[src/rtl/cst_pkg.sv]
package cst_pkg;
  // **********************************************
  // clock and tick base
  // **********************************************
  localparam int CLK_PERIOD_NS = 10;
  localparam int TICK_NS = 100_000;
  localparam int TICK_CYC_DEF = TICK_NS / CLK_PERIOD_NS;
  localparam longint NS_PER_MS = 1_000_000;
  localparam longint NS_PER_US = 1_000;
  localparam longint MS_PER_MIN = 60_000;
  // **********************************************
  // safety, watchdog and interrupt timing
  // **********************************************
  localparam int PRE_TIMER_MIN = 36;
  localparam int TOT_TIMER_MIN = 240;
  localparam int WDOG_MS = 40_000;
  localparam int IRQ_PULSE_US = 800;
  localparam int IRQ_PERIOD_MS = 350;
  localparam int PRE_TICKS_DEF = int'(PRE_TIMER_MIN * MS_PER_MIN * NS_PER_MS / TICK_NS);
  localparam int TOT_TICKS_DEF = int'(TOT_TIMER_MIN * MS_PER_MIN * NS_PER_MS / TICK_NS);
  localparam int WDOG_TICKS_DEF = int'(WDOG_MS * NS_PER_MS / TICK_NS);
  localparam int IRQ_PULSE_TICKS = int'(IRQ_PULSE_US * NS_PER_US / TICK_NS);
  localparam int IRQ_PERIOD_TICKS = int'(IRQ_PERIOD_MS * NS_PER_MS / TICK_NS);
  // **********************************************
  // voltages in mV
  // **********************************************
  localparam int RECHARGE_MV = 140;
  localparam int FLOAT_BASE_MV = 3500;
  localparam int FLOAT_STEP_MV = 10;
  // **********************************************
  // widths and codes
  // **********************************************
  localparam int TICK_W = 14;
  localparam int TMR_W = 28;
  localparam int WD_W = 24;
  localparam int IRQ_W = 12;
  localparam int SYNC_W = 9;
  localparam logic [1:0] PH_TRICKLE = 2'h0;
  localparam logic [1:0] PH_PRE = 2'h1;
  localparam logic [1:0] PH_FAST = 2'h2;
  localparam logic [1:0] PH_CV = 2'h3;
  typedef enum logic [1:0] {CHG_IDLE, CHG_RUN, CHG_FULL, CHG_HOLD} cst_chg_t;
  typedef enum logic [1:0] {BST_OFF, BST_ON, BST_LOCK} cst_bst_t;
endpackage

[src/rtl/cst_sync.sv]
`timescale 1ns/1ns
module cst_sync #(
  parameter int W = 1
) (
  input wire logic clk_i,
  input wire logic rst_i,
  input wire logic [W-1:0] d_i,
  output logic [W-1:0] q_o
);
  logic [W-1:0] meta_r;

  // **********************************************
  // two flop synchroniser
  // **********************************************
  always_ff @(posedge clk_i or posedge rst_i) begin
    if (rst_i) begin
      meta_r <= '0;
      q_o <= '0;
    end else begin
      meta_r <= d_i;
      q_o <= meta_r;
    end
  end
endmodule

[src/rtl/cst_supervisor.sv]
// How it works
// - restart charge of a full battery when voltage falls more than 140mV below float.
// - recharge needs auto recharge bit, supply, enable and start-up conditions.
// - auto charge bit and dead battery start charge without enable control.
// - automatic charge runs until completion or pre-charge or total timer expiry.
// - boost may start only with no input supply and battery above limit.
// - boost voltage from two-bit field, current limit from fast current field.
// - battery uv, battery limit or input uv stop boost until re-enabled.
// - boost overcurrent turns boost off, flags error and overcurrent status.
// - die over temperature during boost turns it off with thermal status.
// - boost watchdog expiry turns boost off with watchdog status.
// - every acknowledged host transfer restarts the watchdog.
// - watchdog expiry suspends operation, raises interrupt, reloads defaults.
// - three enables pick standby, boost and charge watchdogs.
// - no watchdog but the boost one runs while full and awaiting recharge, unless charge disabled.
// - pre-charge timer runs through trickle and pre, resets entering fast.
// - total timer stops charging if termination not reached in time.
// - a select bit decides whether trickle time counts in timers.
// - timer clear bit clears both safety timers.
// - safety timers do not run during automatic recharge.
// - status pin low on charging or input fault, with type and off bits.
// - pending unmasked factors pulse the status pin 0.8ms every 350ms.
`timescale 1ns/1ns
module cst_supervisor #(
  parameter int unsigned TICK_CYC = cst_pkg::TICK_CYC_DEF,
  parameter int unsigned PRE_TICKS = cst_pkg::PRE_TICKS_DEF,
  parameter int unsigned TOT_TICKS = cst_pkg::TOT_TICKS_DEF,
  parameter int unsigned WDOG_TICKS = cst_pkg::WDOG_TICKS_DEF
) (
  input wire logic clk_i,
  input wire logic rst_i,
  input wire logic input_supply_pin_i,
  input wire logic in_uvlo_i,
  input wire logic in_ovlo_i,
  input wire logic dead_battery_threshold_i,
  input wire logic limit_boost_pin_i,
  input wire logic boost_batt_ok_i,
  input wire logic boost_oc_i,
  input wire logic batt_ilim_i,
  input wire logic die_hot_i,
  input wire logic startup_ok_i,
  input wire logic charge_en_i,
  input wire logic charge_done_i,
  input wire logic [1:0] charge_phase_i,
  input wire logic [12:0] batt_mv_i,
  input wire logic [6:0] float_voltage_field_i,
  input wire logic recharge_threshold_sel_i,
  input wire logic auto_recharge_en_i,
  input wire logic auto_charge_en_i,
  input wire logic boost_host_ctrl_i,
  input wire logic boost_i2c_en_i,
  input wire logic [1:0] boost_voltage_sel_i,
  input wire logic [4:0] fast_current_field_i,
  input wire logic boost_stat_clear_i,
  input wire logic i2c_ack_i,
  input wire logic standby_wdog_en_i,
  input wire logic boost_wdog_en_i,
  input wire logic charge_wdog_en_i,
  input wire logic precharge_timer_en_i,
  input wire logic total_charge_timer_en_i,
  input wire logic trickle_time_count_sel_i,
  input wire logic safety_timer_clear_i,
  input wire logic state_pin_type_sel_i,
  input wire logic state_pin_out_en_i,
  input wire logic [6:0] irq_flags_i,
  input wire logic [6:0] irq_mask_i,
  output logic charge_run_o,
  output logic recharge_active_o,
  output logic boost_on_o,
  output logic [1:0] boost_voltage_o,
  output logic [4:0] boost_ilim_o,
  output logic boost_error_irq_o,
  output logic boost_overcurrent_stat_o,
  output logic boost_thermal_stat_o,
  output logic boost_wdog_stat_o,
  output logic charge_timer_irq_o,
  output logic wdog_irq_o,
  output logic recharge_irq_o,
  output logic reg_reload_o,
  output logic state_pin_o,
  output logic state_pin_oe_o
);
  typedef struct packed {
    cst_pkg::cst_chg_t chg;
    cst_pkg::cst_bst_t bst;
    logic auto_r;
    logic rch_r;
    logic [cst_pkg::TICK_W-1:0] tick;
    logic [cst_pkg::TMR_W-1:0] pre;
    logic [cst_pkg::TMR_W-1:0] tot;
    logic [cst_pkg::WD_W-1:0] wd;
    logic [cst_pkg::IRQ_W-1:0] irq;
    logic oc;
    logic hot;
    logic wdx;
    logic [1:0] volt;
    logic [4:0] ilim;
    logic err_p;
    logic wd_p;
    logic rch_p;
    logic tmr_p;
    logic reload;
    logic pin_low;
  } cst_state_t;

  cst_state_t st_r;
  cst_state_t st_nxt;
  logic [cst_pkg::SYNC_W-1:0] pins_s;
  logic supply_s, uvlo_s, ovlo_s, dead_s, bpin_s, batt_ok_s, oc_s, ilim_s, hot_s;
  logic tick, chg_run, bst_on, chg_req, auto_req, bst_req, wd_act, wd_exp;
  logic tr_ok, counting, pre_exp, tot_exp, rch_go, pend, pulse;

  function automatic logic hit(input logic [31:0] c, input int unsigned lim);
    return c >= 32'(lim - 1);
  endfunction

  function automatic logic [13:0] float_mv(input logic [6:0] code);
    return 14'(cst_pkg::FLOAT_BASE_MV + int'(code) * cst_pkg::FLOAT_STEP_MV);
  endfunction

  // **********************************************
  // pin synchronisers
  // **********************************************
  cst_sync #(
    .W(cst_pkg::SYNC_W)
  ) u_sync (
    .clk_i(clk_i),
    .rst_i(rst_i),
    .d_i({input_supply_pin_i, in_uvlo_i, in_ovlo_i, dead_battery_threshold_i,
      limit_boost_pin_i, boost_batt_ok_i, boost_oc_i, batt_ilim_i, die_hot_i}),
    .q_o(pins_s)
  );
  assign {supply_s, uvlo_s, ovlo_s, dead_s, bpin_s, batt_ok_s, oc_s, ilim_s, hot_s} = pins_s;

  // **********************************************
  // next state
  // **********************************************
  always_comb begin
    st_nxt = st_r;
    st_nxt.err_p = 1'b0;
    st_nxt.wd_p = 1'b0;
    st_nxt.rch_p = 1'b0;
    st_nxt.tmr_p = 1'b0;
    st_nxt.reload = 1'b0;
    tick = hit(32'(st_r.tick), TICK_CYC);
    st_nxt.tick = tick ? '0 : st_r.tick + 1'b1;
    chg_run = st_r.chg == cst_pkg::CHG_RUN;
    bst_on = st_r.bst == cst_pkg::BST_ON;
    chg_req = supply_s & startup_ok_i & charge_en_i;
    auto_req = supply_s & startup_ok_i & auto_charge_en_i & dead_s;
    // threshold select has one legal setting: 140mV
    rch_go = auto_recharge_en_i & chg_req & !recharge_threshold_sel_i
      & ({1'b0, batt_mv_i} + 14'(cst_pkg::RECHARGE_MV)
      < float_mv(float_voltage_field_i));
    bst_req = boost_host_ctrl_i ? boost_i2c_en_i : bpin_s;
    // charge sequencing
    unique case (st_r.chg)
      cst_pkg::CHG_IDLE: begin
        if (chg_req | auto_req) begin
          st_nxt.chg = cst_pkg::CHG_RUN;
          st_nxt.auto_r = auto_req & !chg_req;
          st_nxt.rch_r = 1'b0;
        end
      end
      cst_pkg::CHG_RUN: begin
        if (!supply_s | !startup_ok_i | (!st_r.auto_r & !charge_en_i)) begin
          st_nxt.chg = cst_pkg::CHG_IDLE;
        end else if (charge_done_i) begin
          st_nxt.chg = cst_pkg::CHG_FULL;
          st_nxt.auto_r = 1'b0;
        end
      end
      cst_pkg::CHG_FULL: begin
        if (!supply_s | !charge_en_i) begin
          st_nxt.chg = cst_pkg::CHG_IDLE;
        end else if (rch_go) begin
          st_nxt.chg = cst_pkg::CHG_RUN;
          st_nxt.rch_r = 1'b1;
          st_nxt.rch_p = 1'b1;
        end
      end
      cst_pkg::CHG_HOLD: begin
        if (!charge_en_i) begin
          st_nxt.chg = cst_pkg::CHG_IDLE;
        end
      end
    endcase
    // safety timers
    counting = chg_run & !st_r.rch_r;
    tr_ok = (charge_phase_i != cst_pkg::PH_TRICKLE) | trickle_time_count_sel_i;
    pre_exp = counting & precharge_timer_en_i & tr_ok & tick & hit(32'(st_r.pre), PRE_TICKS)
      & (charge_phase_i == cst_pkg::PH_TRICKLE | charge_phase_i == cst_pkg::PH_PRE);
    tot_exp = counting & total_charge_timer_en_i & tr_ok & tick & !charge_done_i
      & hit(32'(st_r.tot), TOT_TICKS);
    if (!counting | safety_timer_clear_i | charge_phase_i == cst_pkg::PH_FAST
        | charge_phase_i == cst_pkg::PH_CV) begin
      st_nxt.pre = '0;
    end else if (tick & precharge_timer_en_i & tr_ok) begin
      st_nxt.pre = st_r.pre + 1'b1;
    end
    if (st_r.chg == cst_pkg::CHG_IDLE | safety_timer_clear_i) begin
      st_nxt.tot = '0;
    end else if (counting & tick & total_charge_timer_en_i & tr_ok) begin
      st_nxt.tot = st_r.tot + 1'b1;
    end
    if (pre_exp | tot_exp) begin
      st_nxt.chg = cst_pkg::CHG_HOLD;
      st_nxt.auto_r = 1'b0;
      st_nxt.tmr_p = 1'b1;
    end
    // boost control
    st_nxt.volt = boost_voltage_sel_i;
    st_nxt.ilim = fast_current_field_i;
    unique case (st_r.bst)
      cst_pkg::BST_OFF: begin
        if (bst_req & !supply_s & batt_ok_s) begin
          st_nxt.bst = cst_pkg::BST_ON;
        end
      end
      cst_pkg::BST_ON: begin
        if (!bst_req) begin
          st_nxt.bst = cst_pkg::BST_OFF;
        end else if (oc_s | hot_s) begin
          st_nxt.bst = cst_pkg::BST_LOCK;
          st_nxt.err_p = 1'b1;
        end else if (!batt_ok_s | ilim_s | uvlo_s) begin
          st_nxt.bst = cst_pkg::BST_LOCK;
        end
      end
      cst_pkg::BST_LOCK: begin
        if (!bst_req) begin
          st_nxt.bst = cst_pkg::BST_OFF;
        end
      end
      default: st_nxt.bst = cst_pkg::BST_OFF;
    endcase
    if (boost_stat_clear_i) begin
      st_nxt.oc = 1'b0;
      st_nxt.hot = 1'b0;
      st_nxt.wdx = 1'b0;
    end
    if (bst_on & bst_req & oc_s) begin
      st_nxt.oc = 1'b1;
    end
    if (bst_on & bst_req & hot_s) begin
      st_nxt.hot = 1'b1;
    end
    // watchdog
    wd_act = (chg_run & charge_wdog_en_i) | (bst_on & boost_wdog_en_i)
      | ((st_r.chg == cst_pkg::CHG_IDLE | st_r.chg == cst_pkg::CHG_HOLD) & !bst_on
      & standby_wdog_en_i);
    wd_exp = wd_act & tick & !i2c_ack_i & hit(32'(st_r.wd), WDOG_TICKS);
    if (i2c_ack_i | !wd_act | wd_exp) begin
      st_nxt.wd = '0;
    end else if (tick) begin
      st_nxt.wd = st_r.wd + 1'b1;
    end
    if (wd_exp) begin
      st_nxt.reload = 1'b1;
      st_nxt.wd_p = 1'b1;
      if (chg_run) begin
        st_nxt.chg = cst_pkg::CHG_IDLE;
        st_nxt.auto_r = 1'b0;
      end
      if (bst_on) begin
        st_nxt.bst = cst_pkg::BST_LOCK;
        st_nxt.err_p = 1'b1;
        st_nxt.wdx = 1'b1;
      end
    end
    // interrupt pulse train and status pin
    pend = |(irq_flags_i & ~irq_mask_i);
    if (!pend) begin
      st_nxt.irq = '0;
    end else if (tick) begin
      st_nxt.irq = hit(32'(st_r.irq), cst_pkg::IRQ_PERIOD_TICKS) ? '0 : st_r.irq + 1'b1;
    end
    pulse = pend & (32'(st_r.irq) < 32'(cst_pkg::IRQ_PULSE_TICKS));
    st_nxt.pin_low = state_pin_out_en_i & (state_pin_type_sel_i ? pulse
      : (chg_run | uvlo_s | ovlo_s));
  end

  always_ff @(posedge clk_i or posedge rst_i) begin
    if (rst_i) begin
      st_r <= '0;
    end else begin
      st_r <= st_nxt;
    end
  end

  // **********************************************
  // outputs
  // **********************************************
  assign charge_run_o = st_r.chg == cst_pkg::CHG_RUN;
  assign recharge_active_o = charge_run_o & st_r.rch_r;
  assign boost_on_o = st_r.bst == cst_pkg::BST_ON;
  assign boost_voltage_o = st_r.volt;
  assign boost_ilim_o = st_r.ilim;
  assign boost_error_irq_o = st_r.err_p;
  assign boost_overcurrent_stat_o = st_r.oc;
  assign boost_thermal_stat_o = st_r.hot;
  assign boost_wdog_stat_o = st_r.wdx;
  assign charge_timer_irq_o = st_r.tmr_p;
  assign wdog_irq_o = st_r.wd_p;
  assign recharge_irq_o = st_r.rch_p;
  assign reg_reload_o = st_r.reload;
  assign state_pin_o = 1'b0;
  assign state_pin_oe_o = st_r.pin_low;
endmodule

[config.mk]
export PLATFORM = sky130hd
export DESIGN_NAME = cst_supervisor
export DESIGN_NICKNAME = d
export VERILOG_FILES = /design/src/rtl/cst_pkg.sv /design/src/rtl/cst_sync.sv /design/src/rtl/cst_supervisor.sv
export SDC_FILE = /design/constraint.sdc
export NUM_CORES = 1
export LEC_CHECK = 0
export ABC_AREA = 0
export BUFFER_PORTS_ARGS = -buffer_cell sky130_fd_sc_hd__buf_2
export CORE_MARGIN = 1.5
export CORE_UTILIZATION = 64
export DETAILED_ROUTE_END_ITERATION = 8
export HOLD_SLACK_MARGIN = 0.06
export PLACE_DENSITY_LB_ADDON = 0.05
export SKIP_CTS_REPAIR_TIMING = 1
export SLEW_MARGIN = 20
export SYNTH_ARGS = -nofsm -noshare
export SYNTH_HDL_FRONTEND = slang
export SYNTH_SLANG_ARGS = --single-unit
[constraint.sdc]
create_clock -name clk_i -period 10.55 [get_ports clk_i]
set_input_delay 2.11 -clock clk_i [delete_from_list [all_inputs] [get_ports clk_i]]
set_output_delay 2.11 -clock clk_i [all_outputs]
set_load 0.01 [all_outputs]
==> results.cfg, run 1 <==
[outcome]
status = finished clean

[clocking]
path_clk_slew_ns = 0.06
cts_sinks = 145
cts_tree = done
cts-root-buf = clkbuf_16
clock_latency_ns = 0.42
clockBufferDepth = 2
cts_made_buffers = 17
htree_levels = 4

[synthesis]
async_reset_ff_share_pct = 100
synthCells = 853
synth_cell_types = 64
syn-num-nets = 959
synthMostInstantiatedCell = dfrtp_1
synth-seq-cells = 145
synth-edff-count = 0
ys.flop_type = dfrtp_1
synth_seq_area_share_pct = 45.5
synth_area_leaders = dfrtp_1 45%, xnor2_1 6.6%, nor2_1 5.4%
synth_top_cell_by_area = dfrtp_1
synth_top_area_share_pct = 45.5
synth.avg_cell_area_um2 = 9.35
synth_commonest_cells = 145 x dfrtp_1, 114 x nor2_1, 60 x xnor2_1
yosys_warnings = 0
syn_area_um2 = 7980

[floorplan]
die_area_um2 = 13100
dieHeight_um = 115
start_util_pct = 66.1
rows = 40
pin_count = 93
die_w_um = 115
fp.coreArea_um2 = 12100

[worst_hold_path]
hold_end = u_sync.q_o[6]
hp-class = reg -> reg
hold_depth = 0
min-delay-start = u_sync.meta_r[6]

[setup_path]
r2r_cells = 8
start_kind = primary input
max_stage_delay_ns = 0.49
crit_required_ns = 10.86
r2r-start = st_r[108]
path_max_fanout = 4
reg2reg_slack_ns = 7.74
cp_slowest_cell = a2111oi_0
end_kind = flop
r2r-end = st_r[32]
critPathKind = in -> reg
arrival_ns = 6.16
worstPathCellList = buf_2 -> ha_1 -> ha_1 -> fa_1 -> a21o_1 -> a21oi_1 -> xnor2_1 -> or3_1 -> and2_1 -> ha_1 -> a21o_1 -> a2111oi_0 -> o31ai_1 -> o221a_2 -> o41a_1 -> o21a_1
cpMostUsedCell = ha_1

[pwr]
power.density_nw_per_um2 = 150
vdd_ir_drop_max_v = 0.000114
total_power_uw = 1370
power_leakage_uw = 0.00393

[placed_design]
portBuffers = 90
hpwl_um = 11900
place.gp.congestion = 0.829

[global_route]
grt_max_degree = 83
grt_pass1_vias = 6421
grt_pass1_wl_um = 28700
gr-total-overflow = 0
grt_antenna_before_repair = 0
grt_usage_pct = 27.3

[routing]
routedWlPerCell_um = 15.5
drt_iter0_markers = 399
route.vias.total = 6537
drt_pre_antenna_iters = 5
antenna_left = 0
wirelength_um = 17200
viasPerCell = 5.89
drc = 0

[timing]
finClkSkew_ns = 0.00621
max_freq_ghz = 0.171
worstMarginPinSlew_ns = 1.07
hold_violations = 0
rsz0062_at_grt = false
fin_hold_ws_ns = 0.348
period_share_pct = 55.5
maxSlewViolCount = 0
finalSetupTns_ns = 0
slew_headroom_pct = 28.8
period_needed_ns = 5.86
setup_viol = 0

[layout]
nets = 1034
layout-drive-gt1-share_pct = 15.4
diodes = 0
syn2layout_area_growth_pct = 14.5

[job]
cap_viol_max_count = 0
[worst max-delay path, delay by kind of cell]
kind | cells | cell delay (ns)
fa+ha+maj | 4 | 1.21
xor+xnor | 1 | 0.12
simple gates | 2 | 0.54
buf+inv | 1 | 0.12
compound gates | 8 | 2.06
[cells by family after synthesis]
logic type	count (synthesis)	share of synthesized area, %
simple gates	395	25.4
xor+xnor	89	9.77
mux	5	0.627
fa+ha+maj	33	5.27
other cells	1	0.0470
compound gates	120	9.77
flops	145	45.5
buf+inv	65	3.62
[registers in the layout, indices dropped and copies added, names as in the netlist, 2 cells and up]
signal	count
st_r	112
boost_ilim_o	5
u_sync.meta_r	9
boost_voltage_o	2
u_sync.q_o	9
[placed cells by master, fill, tap and decap left out, types with 3 or more instances in the layout]
cell,instances
dfrtp_1,145
nor2_1,114
buf_2,90
xnor2_1,60
nand3_1,57
nand2_1,52
nand4_1,37
a21oi_1,34
o21ai_0,33
ha_1,32
xor2_1,29
nor3_1,29
inv_1,27
nor4_1,21
or3_1,18
clkbuf_16,17
and3_1,16
nor2b_1,8
and2_1,8
nand2b_1,6
a31oi_1,6
clkinv_2,6
mux2i_1,5
o21a_1,5
a21o_1,5
nand3b_1,4
bufinv_16,4
a22o_1,3
or2_2,3
and4_1,3
a32o_1,3
nor4b_1,3
nor3_2,3
clkbuf_8,3
[how the worst max path moves through the flow]
stage	end	start	slack, ns
2_1_floorplan	boost_error_irq_o	rst_i	4.55
3_3_place_gp	st_r[127]	float_voltage_field_i[1]	4.46
3_5_place_dp	st_r[127]	float_voltage_field_i[1]	4.24
4_1_cts	st_r[127]	float_voltage_field_i[1]	4.68
5_1_grt	st_r[127]	float_voltage_field_i[1]	4.36
6_report	st_r[127]	float_voltage_field_i[1]	4.69
[layout make-up]
class,count,area [µm²]
Tap cell,168,210
Clock buffer,21,470
Sequential cell,145,3630
Fill cell,845,2930
Clock inverter,11,159
Inverter,28,110
Multi-Input combinational cell,643,4080
Timing Repair Buffer,93,477
[metrics by stage]
stage          cells  instance area [µm²]  setup slack (ns)  utilization (%)
2_1_floorplan    853                 7980              4.55                -
3_3_place_gp    1077                 8490              4.46             70.4
3_5_place_dp    1077                 8490              4.24             70.4
4_1_cts         1109                 9120              4.68             75.6
5_1_grt         1109                 9140              4.36             75.7
6_report        1109                 9140              4.69             75.7
[metal layers]
layer  wire (µm)  track usage, %  vias up
met1        7390            33.8     3182
li1            -               -     3185
met5           0               0        -
met3         690            5.51       14
met2        8840            47.4      156
met4         257            10.3        0
[power by group]
group | switching [µW] | internal (µW) | total (µW)
Clock | 222 | 412 | 635
Sequential | 6.03 | 566 | 572
Combinational | 101 | 65.6 | 166
Total | 329 | 1040 | 1370
No activity file was read; power rests on OpenSTA's default activity.
==> run 2: changes to the inputs <==
--- a/config.mk
+++ b/config.mk
@@ -8,7 +8,7 @@
 export ABC_AREA = 0
 export BUFFER_PORTS_ARGS = -buffer_cell sky130_fd_sc_hd__buf_2
 export CORE_MARGIN = 1.5
-export CORE_UTILIZATION = 64
+export CORE_UTILIZATION = 53
 export DETAILED_ROUTE_END_ITERATION = 8
 export HOLD_SLACK_MARGIN = 0.06
 export PLACE_DENSITY_LB_ADDON = 0.05
==> constraint.sdc (replaced) <==
create_clock -name clk_i -period 4.9 [get_ports clk_i]
set_input_delay 0.98 -clock clk_i [delete_from_list [all_inputs] [get_ports clk_i]]
set_output_delay 0.98 -clock clk_i [all_outputs]
set_load 0.01 [all_outputs]
==> results.cfg, run 2 (synthesis results as in run 1) <==
[global_route]
grt_pass1_vias = 6436
grt_pass1_wl_um = 29400
grt_antenna_before_repair = 0
grt_usage_pct = 22.7
gr-total-overflow = 0
grt_max_degree = 117

[routing]
routedWlPerCell_um = 15.1
wirelength_um = 17100
drt_iter0_markers = 371
route.vias.total = 6523
antenna_left = 0
viasPerCell = 5.77
drc = 0
drt_pre_antenna_iters = 4

[floorplan]
fp.coreArea_um2 = 14600
pin_count = 93
start_util_pct = 54.7
die_w_um = 126
rows = 44
dieHeight_um = 126
die_area_um2 = 15800

[layout]
largest_register_ffs = 112
final_common_cell = dfrtp_1
reg_top3 = st_r: 112 flops, u_sync.meta_r: 9 flops, u_sync.q_o: 9 flops
syn2layout_area_growth_pct = 14.9
n_fill_cell = 1216
final_cell_mix = 145 x dfrtp_1, 114 x nor2_1, 90 x buf_2
layout-drive-gt1-share_pct = 15.9
regMostFlops = st_r
postLayoutCellArea_um2 = 9160
diodes = 0
nets = 1039
fin_util_pct = 62.8

[placed_design]
portBuffers = 90
place.gp.congestion = 0.820
placed_area_um2 = 8550
hpwl_um = 12000

[timing]
period_share_pct = 95.3
maxSlewViolCount = 0
max_freq_ghz = 0.214
fin_hold_ws_ns = 0.348
hold_violations = 0
slew_headroom_pct = 29.8
worstMarginPinSlew_ns = 1.05
setup_viol = 0
finalSetupTns_ns = 0
period_needed_ns = 4.67
rsz0062_at_grt = false
finClkSkew_ns = 0.0112

[setup_path]
start_kind = primary input
r2r-start = st_r[127]
path_max_fanout = 2
crit_required_ns = 5.22
end_kind = flop
critPathKind = in -> reg
arrival_ns = 4.99
crit_path_start = float_voltage_field_i[1]

[pwr]
power_leakage_uw = 0.00393
power.density_nw_per_um2 = 319
vdd_ir_drop_max_v = 0.000262

[clocking]
cts_made_buffers = 17
path_clk_slew_ns = 0.06
htree_levels = 4
cts-root-buf = clkbuf_16
cts_tree = done
cts_sinks = 145
clock_latency_ns = 0.43
clockBufferDepth = 2

[worst_hold_path]
hp-class = reg -> reg
min-delay-start = u_sync.meta_r[5]

[job]
cap_viol_max_count = 0

[outcome]
status = finished clean
## run 2: routing by layer
metal / part of all wire (%) / GRT usage [%] / wire, µm / vias to the layer above
li1: - / - / - / 3189
met1: 45 / 28.9 / 7670 / 3149
met2: 49 / 37.8 / 8380 / 153
met3: 4.0 / 5.10 / 680 / 32
met4: 2.2 / 8.49 / 374 / 0
met5: 0 / 0 / 0 / -
## run 2: path summary, 6_finish.rpt
path / endpoint / cells after the start / slack [ns]
min: u_sync.q_o[5] / 0 / 0.35
max in group asynchronous: st_r[56] / 3 / 3.24
max reg2reg: st_r[123] / 7 / 2.16
min in group asynchronous: st_r[97] / 2 / 0.70
max: st_r[127] / 16 / 0.23
min reg2reg: u_sync.q_o[5] / 0 / 0.35
## run 2: final cells by class
type | instances | area [µm²] | area share (%)
well taps | 184 | 230 | 2.51
clock buffers | 22 | 474 | 5.18
clock inverters | 10 | 133 | 1.45
flip-flops and latches | 145 | 3630 | 39.6
multi-input cells | 643 | 4070 | 44.5
inverters | 28 | 113 | 1.23
repair buffers | 98 | 510 | 5.57
## run 2: report_power, final
group,switching (µW),leakage (µW),internal (µW)
combinational,216,0.00169,146
clock,490,0.000292,837
sequential,13.3,0.00195,1220
## run 2: critical path: stages
cell and delay, ns:
buf_2 0.11, ha_1 0.29, ha_1 0.23, fa_1 0.39, a21o_1 0.19, a21oi_1 0.27, xnor2_1 0.12, or3_1 0.39
and2_1 0.16, ha_1 0.28, a21o_1 0.15, a2111oi_0 0.43, o31ai_1 0.13, o221a_2 0.28, o41a_1 0.42, o21a_1 0.17
## run 2: per-stage QoR
| stage | worst slack [ns] | power [µW] | std cells |
|---|---|---|---|
| 4_1_cts | 0.243 | 2950 | 1130 |
| 2_1_floorplan | 0.0254 | 1500 | 853 |
| 6_report | 0.228 | 2920 | 1130 |
| 3_5_place_dp | -0.213 | 1620 | 1098 |
| 3_3_place_gp | 0.0110 | 1600 | 1098 |
| 5_1_grt | 0.0477 | 3050 | 1130 |
==> run 3: changes to the inputs <==
--- a/config.mk
+++ b/config.mk
@@ -11,6 +11,7 @@
 export CORE_UTILIZATION = 53
 export DETAILED_ROUTE_END_ITERATION = 8
 export HOLD_SLACK_MARGIN = 0.06
+export MAX_ROUTING_LAYER = met4
 export PLACE_DENSITY_LB_ADDON = 0.05
 export SKIP_CTS_REPAIR_TIMING = 1
 export SLEW_MARGIN = 20
==> results.cfg, run 3 (synthesis results as in run 1) <==
[setup_path]
path_buf_inv = 1
r2r_cells = 7
max_stage_delay_ns = 0.43
cpMostUsedCell = ha_1
path_max_fanout = 2
cp_top_family = compound AO/OA/AOI/OAI gates
cp_slowest_cell = a2111oi_0
worstPathCellList = buf_2 -> ha_1 -> ha_1 -> fa_1 -> a21o_1 -> a21oi_1 -> xnor2_1 -> or3_1 -> and2_1 -> ha_1 -> a21o_1 -> a2111oi_0 -> o31ai_1 -> o221a_2 -> o41a_1 -> o21a_1
start_kind = primary input
critPathKind = in -> reg
crit_required_ns = 5.22
arrival_ns = 4.99
reg2reg_slack_ns = 2.16
r2r-end = st_r[123]
r2r-start = st_r[127]
end_kind = flop

[worst_hold_path]
hp-class = reg -> reg
min-delay-start = u_sync.meta_r[5]
hold_depth = 0
hold_end = u_sync.q_o[5]

[pwr]
power_leakage_uw = 0.00393
power.internal_uw = 2200
sw_frac_of_total_pct = 24.6
vdd_ir_drop_max_v = 0.000259
power.density_nw_per_um2 = 319
total_power_uw = 2920
pwr-share-seq_pct = 42.2
power_switching_uw = 720
p_comb_share_pct = 12.4
clkPwrFrac_pct = 45.4

[clocking]
cts_sinks = 145
path_clk_slew_ns = 0.06
htree_levels = 4
cts-root-buf = clkbuf_16
cts_tree = done
cts_made_buffers = 17
clock_latency_ns = 0.43
clockBufferDepth = 2

[global_route]
grt_max_degree = 117
grt_pass1_wl_um = 29400
grt_antenna_before_repair = 0
gr-total-overflow = 0
grt_pass1_vias = 6439
grt_usage_pct = 23.4

[floorplan]
pin_count = 93
start_util_pct = 54.7
dieHeight_um = 126
die_w_um = 126
die_area_um2 = 15800
fp.coreArea_um2 = 14600
rows = 44

[timing]
layout_setup_ws_ns = 0.228
maxSlewViolCount = 0
setup_viol = 0
period_needed_ns = 4.67
period_share_pct = 95.3
finalSetupTns_ns = 0
worstMarginPinSlew_ns = 1.06
finClkSkew_ns = 0.0102
hold_violations = 0
slew_headroom_pct = 29.4
rsz0062_at_grt = false
max_freq_ghz = 0.214

[layout]
layout-drive-gt1-share_pct = 15.9
largest_register_ffs = 112
fin_util_pct = 62.8
final_common_cell = dfrtp_1
nets = 1039
syn2layout_area_growth_pct = 14.9
final_cell_mix = 145 x dfrtp_1, 114 x nor2_1, 90 x buf_2
reg_top3 = st_r: 112 flops, u_sync.meta_r: 9 flops, u_sync.q_o: 9 flops
diodes = 0
regMostFlops = st_r

[routing]
drc = 0
wirelength_um = 17100
viasPerCell = 5.78
route.vias.total = 6526
drt_iter0_markers = 373
routedWlPerCell_um = 15.1
antenna_left = 0
drt_pre_antenna_iters = 4

[job]
cap_viol_max_count = 0

[placed_design]
pre_cts_ws_ns = -0.213
place.gp.congestion = 0.832
portBuffers = 90
hpwl_um = 12000

[outcome]
status = finished clean
run 3: area by class of cell:
cell class              count  area (µm²)
clock buffers              22         474
clock inverters            10         133
fillers                  1216        5430
inverters                  28         113
multi-input cells         643        4070
flip-flops and latches    145        3630
well taps                 184         230
repair buffers             98         510
run 3: metal layers:
metal / routed length (µm) / up-vias / share of wire [%] / track usage, %
li1: - / 3193 / - / -
met1: 7690 / 3158 / 45 / 29.1
met2: 8380 / 146 / 49 / 37.7
met3: 684 / 29 / 4.0 / 5.18
met4: 339 / 0 / 2.0 / 8.29
met5: 0 / - / 0 / -
run 3: power by group through the flow:
stage	sequential, µW	combinational [µW]	clock [µW]
after floorplan	1250	255	0
after global placement	1250	350	0
after detailed placement	1250	366	0
after CTS	1230	369	1350
after global routing	1230	414	1410
final	1230	363	1330
run 3: worst reg2reg max path, delay by kind of cell (launching register included):
| family | cells | cell delay [ns] |
|---|---|---|
| DFF | 1 | 0.42 |
| adders and majority gates | 1 | 0.47 |
| and+or+nand+nor | 2 | 0.80 |
| buffers and inverters | 1 | 0.09 |
| AOI/OAI and AO/OA | 3 | 0.80 |
run 3: per-stage QoR:
step                      instances  hold slack [ns]  area, µm²
after floorplan                 853            0.331       7980
after global placement         1098            0.332       8550
after detailed placement       1098            0.335       8550
after CTS                      1130            0.348       9160
after global routing           1130            0.353       9160
final                          1130            0.348       9160
run 3: worst max-delay path by stage:
stage	from	end	slack [ns]	cells after the start
after floorplan	rst_i	boost_error_irq_o	0.03	1
after global routing	float_voltage_field_i[1]	st_r[127]	0.05	16
after global placement	float_voltage_field_i[1]	st_r[127]	0.01	16
after detailed placement	float_voltage_field_i[1]	st_r[127]	-0.21	16
final	float_voltage_field_i[1]	st_r[127]	0.23	16
after CTS	float_voltage_field_i[1]	st_r[127]	0.24	16
